[src/include/tfsd_pkg.sv]
`default_nettype none
package tfsd_pkg;

	// Opcodes of the four decoded instructions
	localparam logic [9:0] OPC_SKIP_T3    = 10'h282;
	localparam logic [9:0] OPC_SKIP_T4    = 10'h283;
	localparam logic [9:0] OPC_SKIP_T5    = 10'h284;
	localparam logic [9:0] OPC_SET_DETECT = 10'h293;

	// Fields of the second interrupt control register
	localparam int T3_EN_BIT = 0;
	localparam int T5_EN_BIT = 1;
	localparam int T4_EN_BIT = 3;
	localparam logic [3:0] CTRL_TWO_RST = 4'h0;
	localparam int CTRL_TWO_W = 4;

	// Register byte addresses on the APB
	localparam int ADDR_W = 12;
	localparam logic [11:0] ADDR_CTRL_TWO = 12'h000;
	localparam logic [11:0] ADDR_STATUS   = 12'h004;

	// Status register fields
	localparam int ST_T3_FLAG  = 0;
	localparam int ST_T4_FLAG  = 1;
	localparam int ST_T5_FLAG  = 2;
	localparam int ST_DET_FLAG = 3;
	localparam int ST_DET_PIN  = 4;
	localparam int ST_DET_ACT  = 5;
	localparam int ST_SKIP     = 6;

	// Decoded operation
	typedef enum logic [2:0] {
		OP_NONE = 3'b000,
		OP_T3   = 3'b001,
		OP_T4   = 3'b010,
		OP_T5   = 3'b011,
		OP_DET  = 3'b100
	} tfsd_op_e;

endpackage : tfsd_pkg
`default_nettype wire

[src/design/tfsd_decoder.sv]
// Chosen here: the APB register port and the register addresses.
`timescale 1ns/1ps
`default_nettype none
module tfsd_decoder (
	input  wire logic        i_clk,
	input  wire logic        i_rst,
	// Instruction stream from fetch
	input  wire logic        i_instr_valid,
	input  wire logic [9:0]  i_opcode,
	// Request pulses from the timers
	input  wire logic        i_timer3_set,
	input  wire logic        i_timer4_set,
	input  wire logic        i_timer5_set,
	// Power state and detector pin
	input  wire logic        i_power_down,
	input  wire logic        i_detector_enable_pin,
	// APB slave
	input  wire logic        i_psel,
	input  wire logic        i_penable,
	input  wire logic        i_pwrite,
	input  wire logic [11:0] i_paddr,
	input  wire logic [31:0] i_pwdata,
	input  wire logic [3:0]  i_pstrb,
	output var  logic        o_pready,
	output var  logic [31:0] o_prdata,
	output var  logic        o_pslverr,
	// Results toward the core
	output var  logic        o_skip,
	output var  logic        o_squash,
	output var  logic        o_done,
	output var  logic        o_timer3_request_flag,
	output var  logic        o_timer4_request_flag,
	output var  logic        o_timer5_request_flag,
	output var  logic        o_detector_flag,
	output var  logic        o_detector_active
);

	// Register state
	logic [3:0]  ctrl_two_ff;
	logic        skip_ff;
	logic        squash_ff;
	logic        done_ff;
	logic        det_flag_ff;
	logic        det_act_ff;
	logic        pready_ff;
	logic        pslverr_ff;
	logic [31:0] prdata_ff;

	logic        pin_sync;
	logic        t3_flag;
	logic        t4_flag;
	logic        t5_flag;

	tfsd_pkg::tfsd_op_e op;

	// Detector pin into the clock domain
	tfsd_sync u_pin_sync (
		.i_clk   (i_clk),
		.i_rst   (i_rst),
		.i_async (i_detector_enable_pin),
		.o_sync  (pin_sync)
	);

	// Instruction executes unless it is the one being skipped
	wire exec = i_instr_valid & ~skip_ff;

	// Opcode decode
	wire is_t3  = exec & (i_opcode == tfsd_pkg::OPC_SKIP_T3);
	wire is_t4  = exec & (i_opcode == tfsd_pkg::OPC_SKIP_T4);
	wire is_t5  = exec & (i_opcode == tfsd_pkg::OPC_SKIP_T5);
	wire is_det = exec & (i_opcode == tfsd_pkg::OPC_SET_DETECT);

	always_comb
	begin
		op = tfsd_pkg::OP_NONE;
		if (is_t3)
			op = tfsd_pkg::OP_T3;
		else if (is_t4)
			op = tfsd_pkg::OP_T4;
		else if (is_t5)
			op = tfsd_pkg::OP_T5;
		else if (is_det)
			op = tfsd_pkg::OP_DET;
	end

	// Enable bits of the second interrupt control register
	wire en3 = ctrl_two_ff[tfsd_pkg::T3_EN_BIT];
	wire en4 = ctrl_two_ff[tfsd_pkg::T4_EN_BIT];
	wire en5 = ctrl_two_ff[tfsd_pkg::T5_EN_BIT];

	// Skip decision per operation; enable set means no-operation
	logic take_skip;
	logic clr3;
	logic clr4;
	logic clr5;
	always_comb
	begin
		take_skip = 1'b0;
		clr3      = 1'b0;
		clr4      = 1'b0;
		clr5      = 1'b0;
		case (op)
			tfsd_pkg::OP_T3:
			begin
				take_skip = ~en3 & t3_flag;
				clr3      = ~en3 & t3_flag;
			end
			tfsd_pkg::OP_T4:
			begin
				take_skip = ~en4 & t4_flag;
				clr4      = ~en4 & t4_flag;
			end
			tfsd_pkg::OP_T5:
			begin
				take_skip = ~en5 & t5_flag;
				clr5      = ~en5 & t5_flag;
			end
			default:
			begin
				take_skip = 1'b0;
			end
		endcase
	end

	// Timer request flags
	tfsd_flag u_t3_flag (
		.i_clk  (i_clk),
		.i_rst  (i_rst),
		.i_set  (i_timer3_set),
		.i_clr  (clr3),
		.o_flag (t3_flag)
	);

	tfsd_flag u_t4_flag (
		.i_clk  (i_clk),
		.i_rst  (i_rst),
		.i_set  (i_timer4_set),
		.i_clr  (clr4),
		.o_flag (t4_flag)
	);

	tfsd_flag u_t5_flag (
		.i_clk  (i_clk),
		.i_rst  (i_rst),
		.i_set  (i_timer5_set),
		.i_clr  (clr5),
		.o_flag (t5_flag)
	);

	// Skip pending until the next instruction is fetched
	wire nxt_skip   = take_skip | (skip_ff & ~i_instr_valid);
	wire nxt_squash = i_instr_valid & skip_ff;
	wire nxt_done   = op != tfsd_pkg::OP_NONE;

	// Detector enable flag stays set until reset
	wire nxt_det_flag = det_flag_ff | is_det;
	wire nxt_det_act  = pin_sync & (~i_power_down | det_flag_ff);

	always_ff @(posedge i_clk)
	begin
		if (i_rst)
		begin
			skip_ff     <= 1'b0;
			squash_ff   <= 1'b0;
			done_ff     <= 1'b0;
			det_flag_ff <= 1'b0;
			det_act_ff  <= 1'b0;
		end
		else
		begin
			skip_ff     <= nxt_skip;
			squash_ff   <= nxt_squash;
			done_ff     <= nxt_done;
			det_flag_ff <= nxt_det_flag;
			det_act_ff  <= nxt_det_act;
		end
	end

	// APB decode, one wait state per access
	wire access   = i_psel & i_penable;
	wire finish   = access & pready_ff;
	wire hit_ctrl = i_paddr == tfsd_pkg::ADDR_CTRL_TWO;
	wire hit_stat = i_paddr == tfsd_pkg::ADDR_STATUS;
	wire unmapped = ~hit_ctrl & ~hit_stat;
	wire wr_ctrl  = finish & i_pwrite & hit_ctrl & i_pstrb[0];
	wire bad_wr   = i_pwrite & hit_stat;

	logic [31:0] rd_mux;
	always_comb
	begin
		rd_mux = 32'h0000_0000;
		if (hit_ctrl)
			rd_mux[3:0] = ctrl_two_ff;
		else if (hit_stat)
		begin
			rd_mux[tfsd_pkg::ST_T3_FLAG]  = t3_flag;
			rd_mux[tfsd_pkg::ST_T4_FLAG]  = t4_flag;
			rd_mux[tfsd_pkg::ST_T5_FLAG]  = t5_flag;
			rd_mux[tfsd_pkg::ST_DET_FLAG] = det_flag_ff;
			rd_mux[tfsd_pkg::ST_DET_PIN]  = pin_sync;
			rd_mux[tfsd_pkg::ST_DET_ACT]  = det_act_ff;
			rd_mux[tfsd_pkg::ST_SKIP]     = skip_ff;
		end
	end

	wire        nxt_pready  = access & ~pready_ff;
	wire        nxt_pslverr = nxt_pready & (unmapped | bad_wr);
	wire [31:0] nxt_prdata  = (nxt_pready & ~i_pwrite) ? rd_mux : 32'h0000_0000;
	wire [3:0]  nxt_ctrl    = wr_ctrl ? i_pwdata[3:0] : ctrl_two_ff;

	always_ff @(posedge i_clk)
	begin
		if (i_rst)
		begin
			pready_ff   <= 1'b0;
			pslverr_ff  <= 1'b0;
			prdata_ff   <= 32'h0000_0000;
			ctrl_two_ff <= tfsd_pkg::CTRL_TWO_RST;
		end
		else
		begin
			pready_ff   <= nxt_pready;
			pslverr_ff  <= nxt_pslverr;
			prdata_ff   <= nxt_prdata;
			ctrl_two_ff <= nxt_ctrl;
		end
	end

	// Outputs straight from flops
	assign o_pready              = pready_ff;
	assign o_pslverr             = pslverr_ff;
	assign o_prdata              = prdata_ff;
	assign o_skip                = skip_ff;
	assign o_squash              = squash_ff;
	assign o_done                = done_ff;
	assign o_timer3_request_flag = t3_flag;
	assign o_timer4_request_flag = t4_flag;
	assign o_timer5_request_flag = t5_flag;
	assign o_detector_flag       = det_flag_ff;
	assign o_detector_active     = det_act_ff;

	// Checks on the decode, skip, detector and APB behaviour
	skip_t3_a: assert property (
		@(posedge i_clk) disable iff (i_rst)
		(exec && i_opcode == tfsd_pkg::OPC_SKIP_T3 && !en3 && t3_flag)
		|=> (o_skip && (!o_timer3_request_flag || $past(i_timer3_set))))
	else
		$error("Timer 3 skip or clear missing");

	nop_t3_a: assert property (
		@(posedge i_clk) disable iff (i_rst)
		(exec && i_opcode == tfsd_pkg::OPC_SKIP_T3 && en3 && t3_flag)
		|=> (!o_skip && o_timer3_request_flag))
	else
		$error("Timer 3 test not a no-operation");

	skip_t4_a: assert property (
		@(posedge i_clk) disable iff (i_rst)
		(exec && i_opcode == tfsd_pkg::OPC_SKIP_T4 && !en4 && t4_flag)
		|=> (o_skip && (!o_timer4_request_flag || $past(i_timer4_set))))
	else
		$error("Timer 4 skip or clear missing");

	nop_t4_a: assert property (
		@(posedge i_clk) disable iff (i_rst)
		(exec && i_opcode == tfsd_pkg::OPC_SKIP_T4 && en4 && t4_flag)
		|=> (!o_skip && o_timer4_request_flag))
	else
		$error("Timer 4 test not a no-operation");

	skip_t5_a: assert property (
		@(posedge i_clk) disable iff (i_rst)
		(exec && i_opcode == tfsd_pkg::OPC_SKIP_T5 && !en5 && t5_flag)
		|=> (o_skip && (!o_timer5_request_flag || $past(i_timer5_set))))
	else
		$error("Timer 5 skip or clear missing");

	nop_t5_a: assert property (
		@(posedge i_clk) disable iff (i_rst)
		(exec && i_opcode == tfsd_pkg::OPC_SKIP_T5 && en5 && t5_flag)
		|=> (!o_skip && o_timer5_request_flag))
	else
		$error("Timer 5 test not a no-operation");

	no_flag_a: assert property (
		@(posedge i_clk) disable iff (i_rst)
		(exec && !t3_flag && !t4_flag && !t5_flag) |=> !o_skip)
	else
		$error("Skip without a set flag");

	done_one_a: assert property (
		@(posedge i_clk) disable iff (i_rst)
		(exec && (i_opcode == tfsd_pkg::OPC_SKIP_T3
			|| i_opcode == tfsd_pkg::OPC_SKIP_T4
			|| i_opcode == tfsd_pkg::OPC_SKIP_T5))
		|=> o_done)
	else
		$error("Flag test did not finish in one cycle");

	squash_next_a: assert property (
		@(posedge i_clk) disable iff (i_rst)
		(o_skip && i_instr_valid)
		|=> (o_squash && !o_done && !o_skip
			&& o_detector_flag == $past(o_detector_flag)))
	else
		$error("Skipped instruction took effect");

	skip_hold_a: assert property (
		@(posedge i_clk) disable iff (i_rst)
		(o_skip && !i_instr_valid) |=> o_skip)
	else
		$error("Pending skip lost before fetch");

	det_set_a: assert property (
		@(posedge i_clk) disable iff (i_rst)
		(exec && i_opcode == tfsd_pkg::OPC_SET_DETECT)
		|=> (o_detector_flag && o_done) ##1 o_detector_flag)
	else
		$error("Detector enable flag not set");

	det_pin_a: assert property (
		@(posedge i_clk) disable iff (i_rst)
		o_detector_active |-> $past(pin_sync)
			&& (!$past(i_power_down) || $past(det_flag_ff)))
	else
		$error("Detection active without pin or enable");

	apb_wait_a: assert property (
		@(posedge i_clk) disable iff (i_rst)
		(i_psel && i_penable && !o_pready) |=> o_pready)
	else
		$error("APB access not answered");

	apb_ctrl_a: assert property (
		@(posedge i_clk) disable iff (i_rst)
		wr_ctrl |=> ctrl_two_ff == $past(i_pwdata[3:0]))
	else
		$error("Control register write lost");

endmodule : tfsd_decoder
`default_nettype wire

[src/design/tfsd_sync.sv]
`timescale 1ns/1ps
`default_nettype none
// Two flop synchroniser for a level from a pin
module tfsd_sync (
	input  wire logic i_clk,
	input  wire logic i_rst,
	input  wire logic i_async,
	output var  logic o_sync
);

	logic meta_ff;
	logic sync_ff;

	// First stage feeds only the second stage
	always_ff @(posedge i_clk)
	begin
		if (i_rst)
		begin
			meta_ff <= 1'b0;
			sync_ff <= 1'b0;
		end
		else
		begin
			meta_ff <= i_async;
			sync_ff <= meta_ff;
		end
	end

	assign o_sync = sync_ff;

endmodule : tfsd_sync
`default_nettype wire

[src/design/tfsd_flag.sv]
`timescale 1ns/1ps
`default_nettype none
// Sticky request flag, set wins over clear
module tfsd_flag (
	input  wire logic i_clk,
	input  wire logic i_rst,
	input  wire logic i_set,
	input  wire logic i_clr,
	output var  logic o_flag
);

	logic flag_ff;
	wire  nxt_flag = i_set | (flag_ff & ~i_clr);

	// Hold flag until cleared
	always_ff @(posedge i_clk)
	begin
		if (i_rst)
			flag_ff <= 1'b0;
		else
			flag_ff <= nxt_flag;
	end

	assign o_flag = flag_ff;

endmodule : tfsd_flag
`default_nettype wire

[config.mk]
export PLATFORM = sky130hd
export DESIGN_NAME = tfsd_decoder
export DESIGN_NICKNAME = d
export VERILOG_FILES = /design/src/include/tfsd_pkg.sv /design/src/design/tfsd_decoder.sv /design/src/design/tfsd_sync.sv /design/src/design/tfsd_flag.sv
export SDC_FILE = /design/constraint.sdc
export NUM_CORES = 1
export LEC_CHECK = 0
export BUFFER_PORTS_ARGS = -buffer_cell sky130_fd_sc_hd__buf_2
export CORE_MARGIN = 1
export CORE_UTILIZATION = 38
export CTS_CLUSTER_DIAMETER = 200
export CTS_CLUSTER_SIZE = 14
export DETAILED_ROUTE_END_ITERATION = 8
export PLACE_DENSITY = 0.9
export RECOVER_POWER = 25
export SYNTH_ARGS = -nofsm -noshare
export SYNTH_HDL_FRONTEND = slang
export SYNTH_SLANG_ARGS = --single-unit
[constraint.sdc]
create_clock -name i_clk -period 2.5 [get_ports i_clk]
set_input_delay 0 -clock i_clk [delete_from_list [all_inputs] [get_ports i_clk]]
set_output_delay 0 -clock i_clk [all_outputs]
set_load 0.01 [all_outputs]
== Word-level counts from Yosys, hierarchy flattened ==
Index checks and enable logic that the tools add are counted.
Operators by class
  equality and inequality tests: 8
  muxes and demuxes: 10
  bitwise logic cells: 45
  reductions and logical operators: 4
Operators with widths (number)
  equality test 10 bit (second input constant): 4
  AND 1 bit: 24
  inverter 1 bit: 14
  equality test 12 x 3 -> 1 bit (second input constant): 1
  zero test 12 bit: 1
  two-way mux 3 bit: 4
  two-way mux 4 bit: 2
  OR 1 bit: 7
  equality test 3 x 2 -> 1 bit (second input constant): 2
  OR reduction 4 bit: 1
  equality test 3 x 1 -> 1 bit (second input constant): 1
  two-way mux 1 bit: 3
  one-hot mux 1 bit (3 select lines): 1
  nonzero test 3 bit: 1
  OR reduction 2 bit: 1
Storage, ports and cells
  bits of input ports: 69
  register bits after elaboration: 48
  logic and storage cells: 83

== Longest topological paths before layout ==
  depth in word-level cells: 12
  mapped depth: 4

== By module ==
A second synthesis with hierarchy kept.
Unflattened totals
  cell total of the unflattened synthesis: 124
  area, all modules: 1173.6 um^2
By module, submodules not included
  tfsd_decoder: area each 1004.7 um^2, sequential area each 360.3 um^2, instances 1, cells each 108
  tfsd_flag: area each 38.8 um^2, sequential area each 20.0 um^2, instances 3, cells each 4
  tfsd_sync: area each 52.6 um^2, sequential area each 40.0 um^2, instances 1, cells each 4

== Worst setup path after synthesis ==
No wires, ideal clock.
  path type: reg2reg
  start point: register pready_ff (netlist: o_pready)
  end point: register prdata_ff[0] (netlist: o_prdata[0])
  stages on the path, launching flop included: 4
  arrival time: 1183 ps
  setup slack: 1253 ps
  clock period less this slack: 1247 ps
  required time: 2436 ps
  buffers on the path: 0
  cells stage by stage: dfxtp_1 or3_1 or3_4 nor2_1
Between the ends
  longest elaborated chain between the ends: 5
Ends and longest elaborated chain
  start, declared: line tfsd_decoder.sv:45  | logic pready_ff;
  start signal, assigned: line tfsd_decoder.sv:222  | pready_ff <= nxt_pready;
  inverter 1 bit: line tfsd_decoder.sv:206  | wire nxt_pready = access & ~pready_ff;
  AND 1 bit: line tfsd_decoder.sv:206
  AND 1 bit: line tfsd_decoder.sv:208  | wire [31:0] nxt_prdata = (nxt_pready & ~i_pwrite) ? rd_mux : 32'h0000_0000;
  inverter 1 bit (no source line)
  OR reduction 2 bit (no source line)
  end signal, assigned: line tfsd_decoder.sv:224  | prdata_ff <= nxt_prdata;
  end, declared: line tfsd_decoder.sv:47  | logic [31:0] prdata_ff;
No other way between the ends.
A chain may end at the register's enable or synchronous reset.

== Worst setup path in the final report ==
  start point: register skip_ff (netlist: o_skip)
  end point: register u_t3_flag.flag_ff (netlist: u_t3_flag.o_flag)
Between the ends
  longest elaborated chain between the ends: 12
  elaborated cells between the ends (all ways): 15
  classes of those cells: eq/ne (1); mux (5); bitwise (9)
Ends and longest elaborated chain
  start, declared: line tfsd_decoder.sv:40  | logic skip_ff;
  start signal, assigned: line tfsd_decoder.sv:171  | skip_ff <= nxt_skip;
  inverter 1 bit (*): line tfsd_decoder.sv:65  | wire exec = i_instr_valid & ~skip_ff;
  AND 1 bit (*): line tfsd_decoder.sv:65
  AND 1 bit: line tfsd_decoder.sv:71  | wire is_det = exec & (i_opcode == tfsd_pkg::OPC_SET_DETECT);
  two-way mux 3 bit: line tfsd_decoder.sv:82  | else if (is_det)
  two-way mux 3 bit: line tfsd_decoder.sv:80  | else if (is_t5)
  two-way mux 3 bit: line tfsd_decoder.sv:78  | else if (is_t4)
  two-way mux 3 bit (*): line tfsd_decoder.sv:76  | if (is_t3)
  equality test 3 x 1 -> 1 bit (*): line tfsd_decoder.sv:102  | case (op)
  two-way mux 1 bit (*): line tfsd_decoder.sv:102
  inverter 1 bit (*): line tfsd_flag.sv:13  | wire nxt_flag = i_set | (flag_ff & ~i_clr);
  AND 1 bit (*): line tfsd_flag.sv:13
  OR 1 bit (*): line tfsd_flag.sv:13
  end signal, assigned: line tfsd_flag.sv:21  | flag_ff <= nxt_flag;
  end, declared: line tfsd_flag.sv:12  | logic flag_ff;
Every way passes the cells marked *; elsewhere a longest branch is shown, timed or not.

==> results.tsv <==
metric	value	unit
outcome	finished with violations	
failing checks	DRC	
Setup-failing EPs final	0	
RSZ-0062 raised after global routing	no	
Worst VDD drop	0.000152	V
synthesized flop and latch total	23	
Initial DRC Count	33	
first-pass GRT wire length	3.36	mm
cell types occupying the most area after synthesis	dfxtp_1 40%, buf_4 16%, mux2i_1 7.0%	
Crit path buffers/inverters	0	
Root Driver	clkbuf_4	
largest net degree at the start of global routing	21	
EDFF count, synth	0	
DR vias/cell	4.45	
initial antenna violation count	0	
max cap viols	0	
fin crit share	0.557	
area leader, netlist	dfxtp_1	
TritonCTS clock tree	yes	
Hold WC Path Type	in -> reg	
HPWL after detailed placement	1.70	mm
IO Count	111	
clk_lat worst skew	290	ps
minimum clock period	1390	ps
postcts setup bufs	0	
smallest hold slack	18.2	ps
Post-synth ARST share	0	
Critical Path Fanout Max	5	
Pins Over Slew Limit	0	
DRC Markers	10	
fillers	284	
CTS Buffer Depth	2	
Die X	57.0	µm
Setup CP Type	reg -> reg	
area of the multi-input gates	571	µm²
Die Area	0.00324	mm²
Comb pwr share	0.164	
Synth top area share	0.401	
row count	19	
sw frac	0.246	
synthesized netlist cell count	124	
Post-synth top cells	25 x buf_4, 23 x dfxtp_1, 15 x nor2_1	
max FFs per register	7	
drt pass-1 iters	6	
Slowest cell on crit path	nor4bb_1	
post-route setup TNS	0	ps
share of cells above drive strength 1	0.295	
count leader, synth	buf_4	
pwr/cell area	434	mW/mm²
clock-pin slew on the worst setup and hold paths	110	ps
critical-path cell list	nor4bb_1 > nand2_1 > nor4_1 > nor3_1	
critical path capture point type	register	
ANT cells	0	
Syn. warnings	0	
Port Buffers	54	
die height	57.0	µm
Leak Pwr	0.708	nW
gr ovfl total	0	
Initial Utilization	0.409	
internal power	0.486	mW
Total GRT Usage	0.130	
sequential share of power	0.586	
Clk pwr share	0.251	
wire length per cell	9.79	µm
Critical Path Start Type	register	
area grow syn2layout	29.6	%
Sequential Area	460	µm²
CTS sink count	23	
vias in the first global route	858	
Mapped Area	0.00115	mm²
total wire length	2.16	mm
final hold vios	0	
Psw	0.159	mW
Setup Skew	1.43	ps
Final #Nets	260	
Worst EP arrival	1580	ps
count of cell types in the netlist	30	
via count	983	
number of buffers created by CTS	3	
Core ar.	0.00281	mm²
cell family with most CP delay	simple AND/OR/NAND/NOR gates	
# H-tree levels	1	
Worst Path Required	2690	ps
Antenna Violating Nets Remaining	0	
register area share after synthesis	0.401	
most used flip-flop cell after synthesis	dfxtp_1	
PostCTS Resize Cnt	0	
Avg Inst Size Synth	9.25	µm²
RePlAce Congestion	0.800	
fmax	719	MHz
Critical Path Max Stage Delay	420	ps
[stage by stage]
stage / worst slack (ps) / power [mW] / std cells / util / area, µm²
final: 1110 / 0.645 / 221 / 0.530 / 1490
after global routing: 918 / 0.671 / 221 / 0.530 / 1490
after CTS: 1090 / 0.647 / 221 / 0.533 / 1490
after detailed placement: 1110 / 0.477 / 205 / 0.480 / 1350
after global placement: 1140 / 0.475 / 205 / 0.480 / 1350
after floorplan: 1250 / 0.463 / 148 / - / 1240
[cell families after synthesis]
| family | after synthesis | share of synthesized area |
|---|---|---|
| compound gates | 8 | 0.0502 |
| buf+inv | 30 | 0.180 |
| flops | 23 | 0.401 |
| mux | 8 | 0.0698 |
| other cells | 1 | 0.00327 |
| simple gates | 54 | 0.296 |
[routing by layer]
layer  wire [µm]  vias up  global-route usage
li1            -      502                   -
met1         967      431               0.158
met2        1040       48               0.234
met3         134        2              0.0136
met4          20        0              0.0523
met5           0        -                   0
[final timing paths]
kind | from | end | slack, ps | cells past startpoint
min reg2reg | u_pin_sync.meta_ff$_SDFF_PP0_ | u_pin_sync.o_sync$_SDFF_PP0_ | 460 | 1
min | i_opcode[3] | o_done$_SDFF_PP0_ | 20 | 4
max reg2reg | o_skip$_SDFF_PP0_ | u_t3_flag.o_flag$_SDFF_PP0_ | 1110 | 4
max | o_skip$_SDFF_PP0_ | u_t3_flag.o_flag$_SDFF_PP0_ | 1110 | 4
[worst min-delay path, stage by stage]
cell and delay [ps]:
buf_2 70, nor4b_1 50, nand2_1 100, nor3_1 60
[what timing repair did]
item                                    4_1_cts  5_1_grt
hold endpoints to repair                     12        0
hold buffers                                 12        0
endpoints found under the setup margin        0        0
[power groups by stage]
| stage | logic [mW] | clock network, mW | registers (mW) |
|---|---|---|---|
| after global routing | 0.117 | 0.176 | 0.379 |
| after detailed placement | 0.0907 | 0 | 0.386 |
| after global placement | 0.0891 | 0 | 0.386 |
| after floorplan | 0.0752 | 0 | 0.387 |
| after CTS | 0.105 | 0.164 | 0.378 |
| final | 0.105 | 0.162 | 0.378 |
[area by class of cell]
cell class	count	area share
clock buffers	4	0.0177
flip-flops and latches	23	0.310
inverters	2	0.00505
repair buffers	66	0.258
well taps	31	0.0261
multi-input cells	95	0.384
[cells in the final DEF, fill, tap and decap left out, types with 2 or more instances in the layout]
master,Yosys,routed
nor2b_1,4,4
conb_1,1,25
clkbuf_4,0,3
nor2_1,15,15
nand4b_1,2,2
nand2_1,4,4
inv_1,2,2
dlygate4sd3_1,0,12
buf_2,0,48
nor4bb_1,2,2
a211oi_1,2,2
dfxtp_1,23,23
nand2b_1,8,8
mux2i_1,8,8
and3_1,4,4
clkbuf_1,3,7
a21oi_1,2,2
nor3_1,5,5
Power figures use the tool's default switching activity.
